===== src/design/acs_regs.svh =====
// constants and timing counts for the conversion sequencer
// What this block does
// - each conversion yields one 10-bit result
// - converter clock divided down from peripheral clock
// - sampling interval 2, 4, 6 or 8 periods
// - sample phase lasts three sampling intervals
// - conversion phase lasts 13 converter periods
// - range select; out-of-range inputs saturate
// - regulator enable and ready; wait for ready
// - interrupt after each single/continuous conversion or accumulate set when enabled
// - mux picks six pins, temperature, voltage
// - arm sets source and mode, no start
// - single-shot does one conversion then idles
// - pollable completion status for conversion or set
// - continuous and accumulate restart back to back
// - continuous repeats until stop command
// - continuous result holds until next completes
// - accumulate runs 2/4/8/16 conversions, sums, stops
// - accumulate ignores armed single/continuous mode
// - accumulate flags only after all conversions
// - accumulate result is raw sum, undivided
// - stop aborts accumulation anytime, returns idle
// - converter alone drives analogue interrupt line
`ifndef ACS_REGS_SVH
`define ACS_REGS_SVH
`define ACS_PCLK_HZ      10_000_000
`define ACS_CONV_PERIODS 13
`define ACS_SEL_MAX      3'h7
`define ACS_DIV_RESET    8'h0A
`endif


===== src/design/acs_pkg.sv =====
// types shared by the conversion sequencer
package acs_pkg;
  typedef enum logic [1:0] {ACS_MODE_SINGLE, ACS_MODE_CONT} acs_mode_e;
  typedef struct packed {
    logic [2:0] src;
    logic       range2x;
    logic       cont;
  } acs_arm_s;
  typedef struct packed {
    logic [15:0] value;
    logic        accum;
  } acs_result_s;
endpackage : acs_pkg


===== src/design/acs_fifo.sv =====
// result fifo with parameterised width and depth
`timescale 1ns/1ps
`default_nettype none
module acs_fifo #(
  parameter int WIDTH = 17,
  parameter int DEPTH = 16
) (
  // clock and reset
  input  wire logic             ref_clk_i,
  input  wire logic             rst_i,
  // fill side
  input  wire logic             in_valid_i,
  output logic                  in_ready_o,
  input  wire logic [WIDTH-1:0] in_data_i,
  // drain side
  output logic                  out_valid_o,
  input  wire logic             out_ready_i,
  output logic      [WIDTH-1:0] out_data_o
);
  localparam int AW = $clog2(DEPTH);
  // refuse depths the pointer wrap bit cannot serve, at elaboration
  if (DEPTH < 2 || (1 << AW) != DEPTH) begin : g_bad_depth
    $error("depth must be power of two");
  end
  logic [WIDTH-1:0] mem_q [DEPTH];
  logic [AW:0]      wr_q;
  logic [AW:0]      rd_q;
  logic             full_w;
  logic             empty_w;
  assign full_w      = (wr_q[AW] != rd_q[AW]) && (wr_q[AW-1:0] == rd_q[AW-1:0]);
  assign empty_w     = (wr_q == rd_q);
  assign in_ready_o  = !full_w;
  assign out_valid_o = !empty_w;
  assign out_data_o  = mem_q[rd_q[AW-1:0]];
  // write pointer and storage
  always_ff @(posedge ref_clk_i) begin
    if (rst_i) begin
      wr_q <= '0;
    end else if (in_valid_i && !full_w) begin
      mem_q[wr_q[AW-1:0]] <= in_data_i;
      wr_q                <= wr_q + 1'b1;
    end
  end
  // read pointer
  always_ff @(posedge ref_clk_i) begin
    if (rst_i) begin
      rd_q <= '0;
    end else if (out_ready_i && !empty_w) begin
      rd_q <= rd_q + 1'b1;
    end
  end
endmodule : acs_fifo
`default_nettype wire


===== src/design/acs_sequencer.sv =====
// converter control: clock divider, sample/convert phases, modes
`timescale 1ns/1ps
`default_nettype none
`include "acs_regs.svh"
module acs_sequencer import acs_pkg::*; #(
  parameter int FIFO_DEPTH = 16
) (
  // clock and reset
  input  wire logic              ref_clk_i,
  input  wire logic              rst_i,
  // analogue setup
  input  wire logic [7:0]        clk_div_i,
  input  wire logic [1:0]        sample_sel_i,
  input  wire logic              irq_enable_i,
  input  wire logic              reg_enable_i,
  output logic                   reg_enable_o,
  input  wire logic              reg_ready_i,
  output logic                   regulator_ready_o,
  // commands, one-cycle pulses
  input  wire logic              converter_arm_command_i,
  input  wire acs_arm_s          arm_cfg_i,
  input  wire logic              conversion_start_command_i,
  input  wire logic              accumulate_start_command_i,
  input  wire logic [1:0]        accum_count_sel_i,
  input  wire logic              converter_stop_command_i,
  // converter core
  output logic [2:0]             mux_sel_o,
  output logic                   range2x_o,
  output logic                   sample_o,
  output logic                   convert_o,
  input  wire logic [9:0]        core_data_i,
  input  wire logic              core_over_i,
  // status and result
  output logic                   completion_poll_o,
  output logic                   busy_o,
  output logic [15:0]            result_read_o,
  output logic                   analogue_irq_source_o,
  output logic                   adc_clk_en_o,
  // result stream
  output logic                   res_valid_o,
  input  wire logic              res_ready_i,
  output acs_result_s            res_data_o
);
  typedef enum logic [1:0] {ST_IDLE, ST_SAMPLE, ST_CONVERT} acs_state_e;

  // two-flop sync for regulator ready and core saturation flag (pins)
  logic [1:0] rdy_sync_q;
  logic [1:0] ovr_sync_q;
  always_ff @(posedge ref_clk_i) begin
    if (rst_i) begin
      rdy_sync_q <= 2'h0;
      ovr_sync_q <= 2'h0;
    end else begin
      rdy_sync_q <= {rdy_sync_q[0], reg_ready_i};
      ovr_sync_q <= {ovr_sync_q[0], core_over_i};
    end
  end
  assign regulator_ready_o = rdy_sync_q[1];
  assign reg_enable_o      = reg_enable_i;

  // converter clock as enable pulse; a zero divider is treated as one
  logic [7:0] div_q;
  logic       tick_w;
  assign tick_w       = (div_q == 8'h00);
  assign adc_clk_en_o = tick_w;
  always_ff @(posedge ref_clk_i) begin
    if (rst_i || tick_w) begin
      div_q <= (clk_div_i == 8'h00) ? 8'h00 : clk_div_i - 8'h01;
    end else begin
      div_q <= div_q - 8'h01;
    end
  end

  // armed configuration latched only by the arm command
  acs_arm_s arm_q;
  logic     armed_q;
  always_ff @(posedge ref_clk_i) begin
    if (rst_i) begin
      arm_q   <= '0;
      armed_q <= 1'b0;
    end else if (converter_stop_command_i) begin
      armed_q <= 1'b0;
    end else if (converter_arm_command_i) begin
      arm_q   <= arm_cfg_i;
      armed_q <= 1'b1;
    end
  end
  assign mux_sel_o = (arm_q.src > `ACS_SEL_MAX) ? `ACS_SEL_MAX : arm_q.src;
  assign range2x_o = arm_q.range2x;

  // phase lengths in converter periods
  logic [4:0] samp_len_w;
  always_comb begin
    samp_len_w = 5'((5'(sample_sel_i) + 5'd1) * 5'd6);
  end

  // sequencer state
  acs_state_e  st_q;
  logic [4:0]  ph_cnt_q;
  logic        accum_q;
  logic        cont_q;
  logic [4:0]  remain_q;
  logic        conv_done_w;
  logic        start_ok_w;
  assign start_ok_w  = armed_q && regulator_ready_o && st_q == ST_IDLE;
  assign conv_done_w = tick_w && st_q == ST_CONVERT
                       && ph_cnt_q == 5'(`ACS_CONV_PERIODS - 1);
  always_ff @(posedge ref_clk_i) begin
    if (rst_i || converter_stop_command_i) begin
      st_q     <= ST_IDLE;
      ph_cnt_q <= 5'd0;
      accum_q  <= 1'b0;
      cont_q   <= 1'b0;
      remain_q <= 5'd0;
    end else if (start_ok_w && accumulate_start_command_i) begin
      st_q     <= ST_SAMPLE;
      ph_cnt_q <= 5'd0;
      accum_q  <= 1'b1;
      cont_q   <= 1'b0;
      remain_q <= 5'(5'd2 << accum_count_sel_i);
    end else if (start_ok_w && conversion_start_command_i) begin
      st_q     <= ST_SAMPLE;
      ph_cnt_q <= 5'd0;
      accum_q  <= 1'b0;
      cont_q   <= arm_q.cont;
      remain_q <= 5'd1;
    end else if (tick_w) begin
      unique case (st_q)
        ST_IDLE: begin
          ph_cnt_q <= 5'd0;
        end
        ST_SAMPLE: begin
          if (ph_cnt_q == samp_len_w - 5'd1) begin
            st_q     <= ST_CONVERT;
            ph_cnt_q <= 5'd0;
          end else begin
            ph_cnt_q <= ph_cnt_q + 5'd1;
          end
        end
        ST_CONVERT: begin
          if (ph_cnt_q == 5'(`ACS_CONV_PERIODS - 1)) begin
            ph_cnt_q <= 5'd0;
            if (cont_q || (accum_q && remain_q != 5'd1)) begin
              st_q <= ST_SAMPLE;
            end else begin
              st_q <= ST_IDLE;
            end
            if (accum_q) begin
              remain_q <= remain_q - 5'd1;
            end
          end else begin
            ph_cnt_q <= ph_cnt_q + 5'd1;
          end
        end
      endcase
    end
  end
  assign sample_o  = (st_q == ST_SAMPLE);
  assign convert_o = (st_q == ST_CONVERT);
  assign busy_o    = (st_q != ST_IDLE);

  // saturate on out-of-range, then accumulate raw sum
  logic [9:0]  sample_w;
  logic [15:0] acc_q;
  logic        set_done_w;
  assign sample_w   = ovr_sync_q[1] ? 10'h3FF : core_data_i;
  assign set_done_w = conv_done_w && (!accum_q || remain_q == 5'd1);
  always_ff @(posedge ref_clk_i) begin
    if (rst_i || (start_ok_w && accumulate_start_command_i)) begin
      acc_q <= 16'h0000;
    end else if (conv_done_w && accum_q) begin
      acc_q <= acc_q + {6'h00, sample_w};
    end
  end

  // result register, updates only when a conversion or set completes
  always_ff @(posedge ref_clk_i) begin
    if (rst_i) begin
      result_read_o <= 16'h0000;
    end else if (set_done_w) begin
      result_read_o <= accum_q ? acc_q + {6'h00, sample_w}
                               : {6'h00, sample_w};
    end
  end

  // completion flag: set wins over clear by a new start
  always_ff @(posedge ref_clk_i) begin
    if (rst_i) begin
      completion_poll_o <= 1'b0;
    end else if (set_done_w) begin
      completion_poll_o <= 1'b1;
    end else if (start_ok_w && (conversion_start_command_i || accumulate_start_command_i)) begin
      completion_poll_o <= 1'b0;
    end
  end

  // interrupt pulse, sole source of the analogue line
  always_ff @(posedge ref_clk_i) begin
    if (rst_i) begin
      analogue_irq_source_o <= 1'b0;
    end else begin
      analogue_irq_source_o <= set_done_w && irq_enable_i;
    end
  end

  // result stream; a full fifo drops the word, register still holds it
  logic        fifo_in_ready_w;
  acs_result_s fifo_in_w;
  assign fifo_in_w.value = accum_q ? acc_q + {6'h00, sample_w} : {6'h00, sample_w};
  assign fifo_in_w.accum = accum_q;
  acs_fifo #(
    .WIDTH ($bits(acs_result_s)),
    .DEPTH (FIFO_DEPTH)
  ) u_fifo (
    .ref_clk_i   (ref_clk_i),
    .rst_i       (rst_i),
    .in_valid_i  (set_done_w),
    .in_ready_o  (fifo_in_ready_w),
    .in_data_i   (fifo_in_w),
    .out_valid_o (res_valid_o),
    .out_ready_i (res_ready_i),
    .out_data_o  (res_data_o)
  );
  logic unused_w;
  assign unused_w = fifo_in_ready_w;
endmodule : acs_sequencer
`default_nettype wire


===== config.mk =====
export PLATFORM = sky130hd
export DESIGN_NAME = acs_sequencer
export DESIGN_NICKNAME = d
export VERILOG_FILES = /design/src/design/acs_pkg.sv /design/src/design/acs_fifo.sv /design/src/design/acs_sequencer.sv
export VERILOG_INCLUDE_DIRS = /design/src /design/src/design
export SDC_FILE = /design/constraint.sdc
export NUM_CORES = 1
export LEC_CHECK = 0
export BUFFER_PORTS_ARGS = -buffer_cell sky130_fd_sc_hd__buf_2
export CORE_ASPECT_RATIO = 0.9
export CORE_UTILIZATION = 60
export DETAILED_ROUTE_END_ITERATION = 7
export HOLD_SLACK_MARGIN = 0.03
export PLACE_DENSITY = 0.81
export SLEW_MARGIN = 40
export SYNTH_ARGS = -nofsm -noshare
export SYNTH_HDL_FRONTEND = slang
export SYNTH_SLANG_ARGS = --single-unit

===== constraint.sdc =====
create_clock -name ref_clk_i -period 7.75 [get_ports ref_clk_i]
set_clock_uncertainty 0.1 [all_clocks]
set_input_delay 1.1625 -clock ref_clk_i [delete_from_list [all_inputs] [get_ports ref_clk_i]]
set_output_delay 1.1625 -clock ref_clk_i [all_outputs]
set_load 0.02 [all_outputs]

==> results of run 1 <==
[cell families (layout without fill, tap and decap cells)]
family          count (synthesis)  after routing  synth area share (%)
compound gates                116            116                  5.03
buf+inv                        80            199                  2.17
simple gates                  226            226                  7.56
flops                         352            352                  66.4
fa+ha+maj                      31             31                  2.69
xor+xnor                       42             42                  2.50
mux                            95             95                  13.7
[layout make-up]
type | count | area, µm² | area share (%)
sequential | 352 | 9780 | 58.4
clock inverter | 23 | 219 | 1.31
inverter | 29 | 109 | 0.650
multi-input combinational | 510 | 4720 | 28.2
timing repair buffer | 106 | 609 | 3.64
tap | 308 | 385 | 2.30
clock buffer | 41 | 920 | 5.49
[synth_stat cells (4+ instances only)]
master / instances / area, µm²
edfxtp_1: 272 / 8170
mux4_2: 85 / 1910
dfxtp_1: 80 / 1600
nor2_1: 73 / 274
nand2_1: 54 / 203
a21oi_1: 40 / 200
clkbuf_1: 40 / 150
ha_1: 30 / 375
inv_1: 29 / 109
xnor2_1: 28 / 245
o21ai_0: 18 / 90.1
xor2_1: 14 / 123
nand2b_1: 13 / 81.3
o22ai_1: 13 / 81.3
nand3_1: 12 / 60.1
or2_2: 12 / 75.1
nor3_1: 9 / 45.0
mux2i_1: 8 / 80.1
nand4_1: 8 / 50.1
nor2b_1: 8 / 50.1
nor4_1: 7 / 43.8
a21o_1: 6 / 45.0
buf_2: 6 / 30.0
or3_1: 6 / 37.5
a211oi_1: 5 / 37.5
a41oi_1: 5 / 43.8
and3_1: 5 / 31.3
o211ai_1: 5 / 37.5
a311oi_1: 4 / 35.0
[how the worst max path moves through the flow]
stage	cells after the start	start	to	slack (ns)
4_1_cts	4	register	res_data_o[7]	3.01
2_1_floorplan	7	div_q[0]$_DFF_P_	u_fifo.mem_q[1][0]$_DFFE_PP_	3.81
6_report	5	register	res_data_o[7]	3.22
5_1_grt	5	register	res_data_o[7]	3.04
3_5_place_dp	11	core_data_i[0]	u_fifo.mem_q[3][13]$_DFFE_PP_	3.30
3_3_place_gp	11	core_data_i[0]	u_fifo.mem_q[0][15]$_DFFE_PP_	3.41
[registers in the layout, summed over array words and instances, names as in the netlist, named ones only]
name / cells
remain_q: 5
u_fifo.wr_q: 5
div_q: 8
u_fifo.mem_q: 272
completion_poll_o: 1
u_fifo.rd_q: 5
ph_cnt_q: 5
acc_q: 16
arm_q: 4
rdy_sync_q: 2
ovr_sync_q: 2
range2x_o: 1
accum_q: 1
result_read_o: 16
armed_q: 1
st_q: 2
cont_q: 1
analogue_irq_source_o: 1
[per-stage QoR]
stage                     setup slack (ns)  utilization, %  cell area [µm²]  power (W)  cells
after CTS                             3.01            69.1            16700    0.00383   1368
final                                 3.22            69.2            16700    0.00381   1369
after global placement                3.41            64.3            15500    0.00218   1304
after floorplan                       3.81               -            14700    0.00215    942
after detailed placement              3.30            64.3            15600    0.00219   1304
after global routing                  3.04            69.2            16700    0.00392   1369
[critical path: stages (launching register included)]
cell,delay (ns)
dfxtp_4,0.58
buf_12,0.26
buf_4,0.55
mux4_2,0.59
mux4_2,0.53
buf_2,0.19
[power by group]
group / internal, W / switching [W]
Combinational: 0.0000398 / 0.0000659
Sequential: 0.00203 / 0.00000883
Clock: 0.000961 / 0.000704
Total: 0.00303 / 0.000779
[per-layer routing]
layer | vias to the layer above | track usage (%)
met5 | - | 0
met4 | 0 | 10.1
met3 | 72 | 4.15
met2 | 427 | 44.5
met1 | 4283 | 36.1
li1 | 3819 | -
==> impl_metrics.tcl, run 1 <==
set metrics [dict create \
    worst_pin_slew_ns 0.793 \
    power_density_mw_per_mm2 228 \
    cap_violations 0 \
    finalSetupTns_ns 0 \
    power_leakage_nw 5.46 \
    grt_pass1_wl_um 49100 \
    r2r_start "div_q[0]$_DFF_P_" \
    period_needed_ns 4.53 \
    topRoutingLayerUsed "met4" \
    crit_path_end_kind "output pin" \
    syn2layout_area_growth_pct 13.7 \
    cts_buffer_depth 3 \
    drive_gt1_share_pct 27.4 \
    hold_end "ovr_sync_q[1]$_SDFF_PP0_" \
    cts_htree_levels 2 \
    die_area_mm2 0.0252 \
    ctsHoldBuffers 0 \
    ant_nets 0 \
    drc_errors 0 \
    worst-r2r-setup-slack_ns 3.73 \
    syn_area_mm2 0.0147 \
    required_ns 6.49 \
    coreArea_mm2 0.0242 \
    synthCells 942 \
    fmax_ghz 0.221 \
    worst-setup-path-type "register to output pin" \
    gp_congestion 0.870 \
    dr_wl_met2_um 16000 \
    worstPathArrival_ns 3.26 \
    synth_async_sr_flop_share_pct 0 \
    layout_commonest_cell "edfxtp_1" \
    wl_met3_um 2560 \
    hold_slack_ns 0.344 \
    antenna_found_initial 0 \
    clk_pin_slew_ns 0.06 \
    track_usage_pct 26.8 \
    die_h_um 151 \
    synth_edf_count 272 \
    overflow 0 \
    drt_iter0_markers 883 \
    drt-vias-per-instance 6.28 \
    post-cts-setup-buffers 0 \
    io_buffers 81 \
    hp-start "ovr_sync_q[0]$_SDFF_PP0_" \
    cts_root_buffer "clkbuf_16" \
    rsz0062_at_grt "no" \
    grt_pass1_vias 8434 \
    relSlewSlack_pct 47.2 \
    floorplan.initialDensity_pct 60.9 \
    synth_seq_cells 352 \
    die_x_um 167 \
    yosysWarningCount 0 \
    clock_sinks 352 \
    hold_class "register to register" \
    wirelength_um 32700 \
    mappedNetlistNets 1011 \
    ys_types 57 \
    cts_buffers 35 \
    worstRegToRegCells 8 \
    mostFrequentLayoutCells "edfxtp_1, mux4_2, buf_2" \
    drt-pass1-iter-count 5 \
    startpoint_type "register" \
    wl_met1_um 13200 \
    yosysSeqAreaShare_pct 66.4 \
    syn_area_per_cell_um2 15.6 \
    synthFlopType "edfxtp_1" \
    vias 8601 \
    regToRegEndpoint "u_fifo.mem_q[11][13]$_DFFE_PP_" \
    ios 84 \
    fillCellCount 1556 \
    antenna_cells 0 \
    fin_nets 1103 \
    clkLatencyLatePin_ns 0.51 \
    status "complete, no violations" \
    timing.final.crit_share_pct 58.4 \
    grt_max_degree 69 \
    row_count 54 \
    hold_viol_final 0 \
    hold_path_depth 1 \
    vdd_drop_max_mv 0.179 \
    wl_per_cell_um 23.9 \
    dp_hpwl_um 18500 \
    path_max_fanout 31 \
    drv_slew 0 \
    setup-violations-final 0 \
    postCtsResizedCells 0 \
    cts_tree "yes" \
]
(Power assumes the default switching activity.)
==> run 2, diff against run 1 <==
==> constraint.sdc (replaced) <==
create_clock -name ref_clk_i -period 4.2 [get_ports ref_clk_i]
set_clock_uncertainty 0.1 [all_clocks]
set_input_delay 0.63 -clock ref_clk_i [delete_from_list [all_inputs] [get_ports ref_clk_i]]
set_output_delay 0.63 -clock ref_clk_i [all_outputs]
set_load 0.02 [all_outputs]
==> run 2 against run 1 <==
Against the previous run:
- power is 88% higher
- sequential power is 85% higher
- via count is 0.16% higher
- sequential share of layout area is 0.39 points lower
- hold slack worse by 0.12 ns
- first-iteration DRC count is 2.0% higher
- flip-flop and latch count stayed put
- clock power is 91% higher
- clock-buffer cell count is 2 higher
- critical path depth is 3 higher
- combinational power is 87% higher
- critical path type is now register to register
- largest cell class unchanged
- largest power group unchanged
==> impl_metrics.tcl, run 2 (synthesis gave the netlist of run 1 again) <==
set metrics [dict create \
    status "complete, no violations" \
    die_x_um 167 \
    worst-setup-path-type "register to register" \
    ant_nets 0 \
    ios 84 \
    drv_slew 0 \
    startpoint_type "register" \
    die_area_mm2 0.0252 \
    period_needed_ns 3.68 \
    wl_per_cell_um 23.8 \
    track_usage_pct 27.2 \
    cts_buffers 35 \
    worst_pin_slew_ns 0.827 \
    clkLatencyLatePin_ns 0.51 \
    drt-pass1-iter-count 5 \
    timing.final.crit_share_pct 87.6 \
    cts_buffer_depth 3 \
    stdcell_area_mm2 0.0168 \
    path_max_fanout 13 \
    gp_congestion 0.835 \
    dp_hpwl_um 19700 \
    fin_nets 1112 \
    wirelength_um 32700 \
    finalWorstSetupSlack_ns 0.523 \
    cap_violations 0 \
    cts_htree_levels 2 \
    io_buffers 81 \
    relSlewSlack_pct 44.2 \
    drt_iter0_markers 901 \
    antenna_found_initial 0 \
    fmax_ghz 0.272 \
    cts_root_buffer "clkbuf_16" \
    dpl_cell_area_mm2 0.0157 \
    drt-vias-per-instance 6.27 \
    coreArea_mm2 0.0242 \
    antenna_cells 0 \
    postCtsResizedCells 0 \
    grt_max_degree 52 \
    syn2layout_area_growth_pct 14.4 \
    p_total_w 0.00716 \
    pre_cts_ws_ns 0.556 \
    die_h_um 151 \
    cts_tree "yes" \
    power_density_mw_per_mm2 425 \
    mostFrequentLayoutCells "edfxtp_1, mux4_2, buf_2" \
    row_count 54 \
    setup-violations-final 0 \
    overflow 0 \
    post-cts-setup-buffers 0 \
    grt_pass1_wl_um 50400 \
    clock_sinks 352 \
    hold_class "input port to register" \
    ctsHoldBuffers 0 \
    clk_pin_slew_ns 0.06 \
    crit_path_end_kind "register" \
    power_leakage_nw 5.53 \
    vias 8615 \
    largest_reg_flops 272 \
    hold_slack_ns 0.228 \
    floorplan.initialDensity_pct 60.9 \
    hold_viol_final 0 \
    finalSetupTns_ns 0 \
    drive_gt1_share_pct 27.5 \
    drc_errors 0 \
    vdd_drop_max_mv 0.301 \
    worstPathArrival_ns 3.78 \
    required_ns 4.31 \
    rsz0062_at_grt "no" \
    grt_pass1_vias 8649 \
    worst-r2r-setup-slack_ns 0.52 \
    layout_commonest_cell "edfxtp_1" \
]
[run 2: metrics by stage]
step | utilization, % | std cells
after floorplan | - | 942
after global placement | 64.8 | 1314
after detailed placement | 64.9 | 1314
after CTS | 69.6 | 1375
after global routing | 69.7 | 1375
final | 69.7 | 1375
[run 2: area by class of cell]
type / count / area, µm²
timing repair buffer: 115 / 726
clock buffer: 43 / 948
sequential: 352 / 9780
tap: 308 / 385
multi-input combinational: 510 / 4690
inverter: 29 / 109
fill: 1526 / 7340
clock inverter: 18 / 210
[run 2: worst max-delay path, stage by stage, from the launching register on]
cell and delay [ns]:
dfxtp_1 0.34, inv_1 0.11, ha_1 0.15, or3b_2 0.50, nor4_4 0.40, o211ai_2 0.39
or3b_2 0.68, nor2_2 0.44, buf_4 0.26
[run 2: final timing paths]
check	startpoint	to	cells past startpoint
setup reg to reg	div_q[0]$_DFF_P_	u_fifo.mem_q[9][2]$_DFFE_PP_	8
hold / removal	irq_enable_i	analogue_irq_source_o$_SDFF_PP0_	2
hold reg to reg	ovr_sync_q[0]$_SDFF_PP0_	ovr_sync_q[1]$_SDFF_PP0_	1
setup / recovery	div_q[0]$_DFF_P_	u_fifo.mem_q[9][2]$_DFFE_PP_	8
[run 2: layer usage]
layer  GRT usage [%]  share of wire (%)  up-vias
li1                -                  -     3825
met1            38.8                 43     4304
met2            43.9                 47      427
met3            4.26                7.5       59
met4            7.73                2.1        0
met5               0                  0        -
[run 2: power breakdown]
group / switching (W) / internal [W] / leakage, nW
Combinational: 0.000124 / 0.0000745 / 1.96
Clock: 0.00128 / 0.00191 / 0.563
Sequential: 0.0000149 / 0.00375 / 3.00
Total: 0.00142 / 0.00573 / 5.53
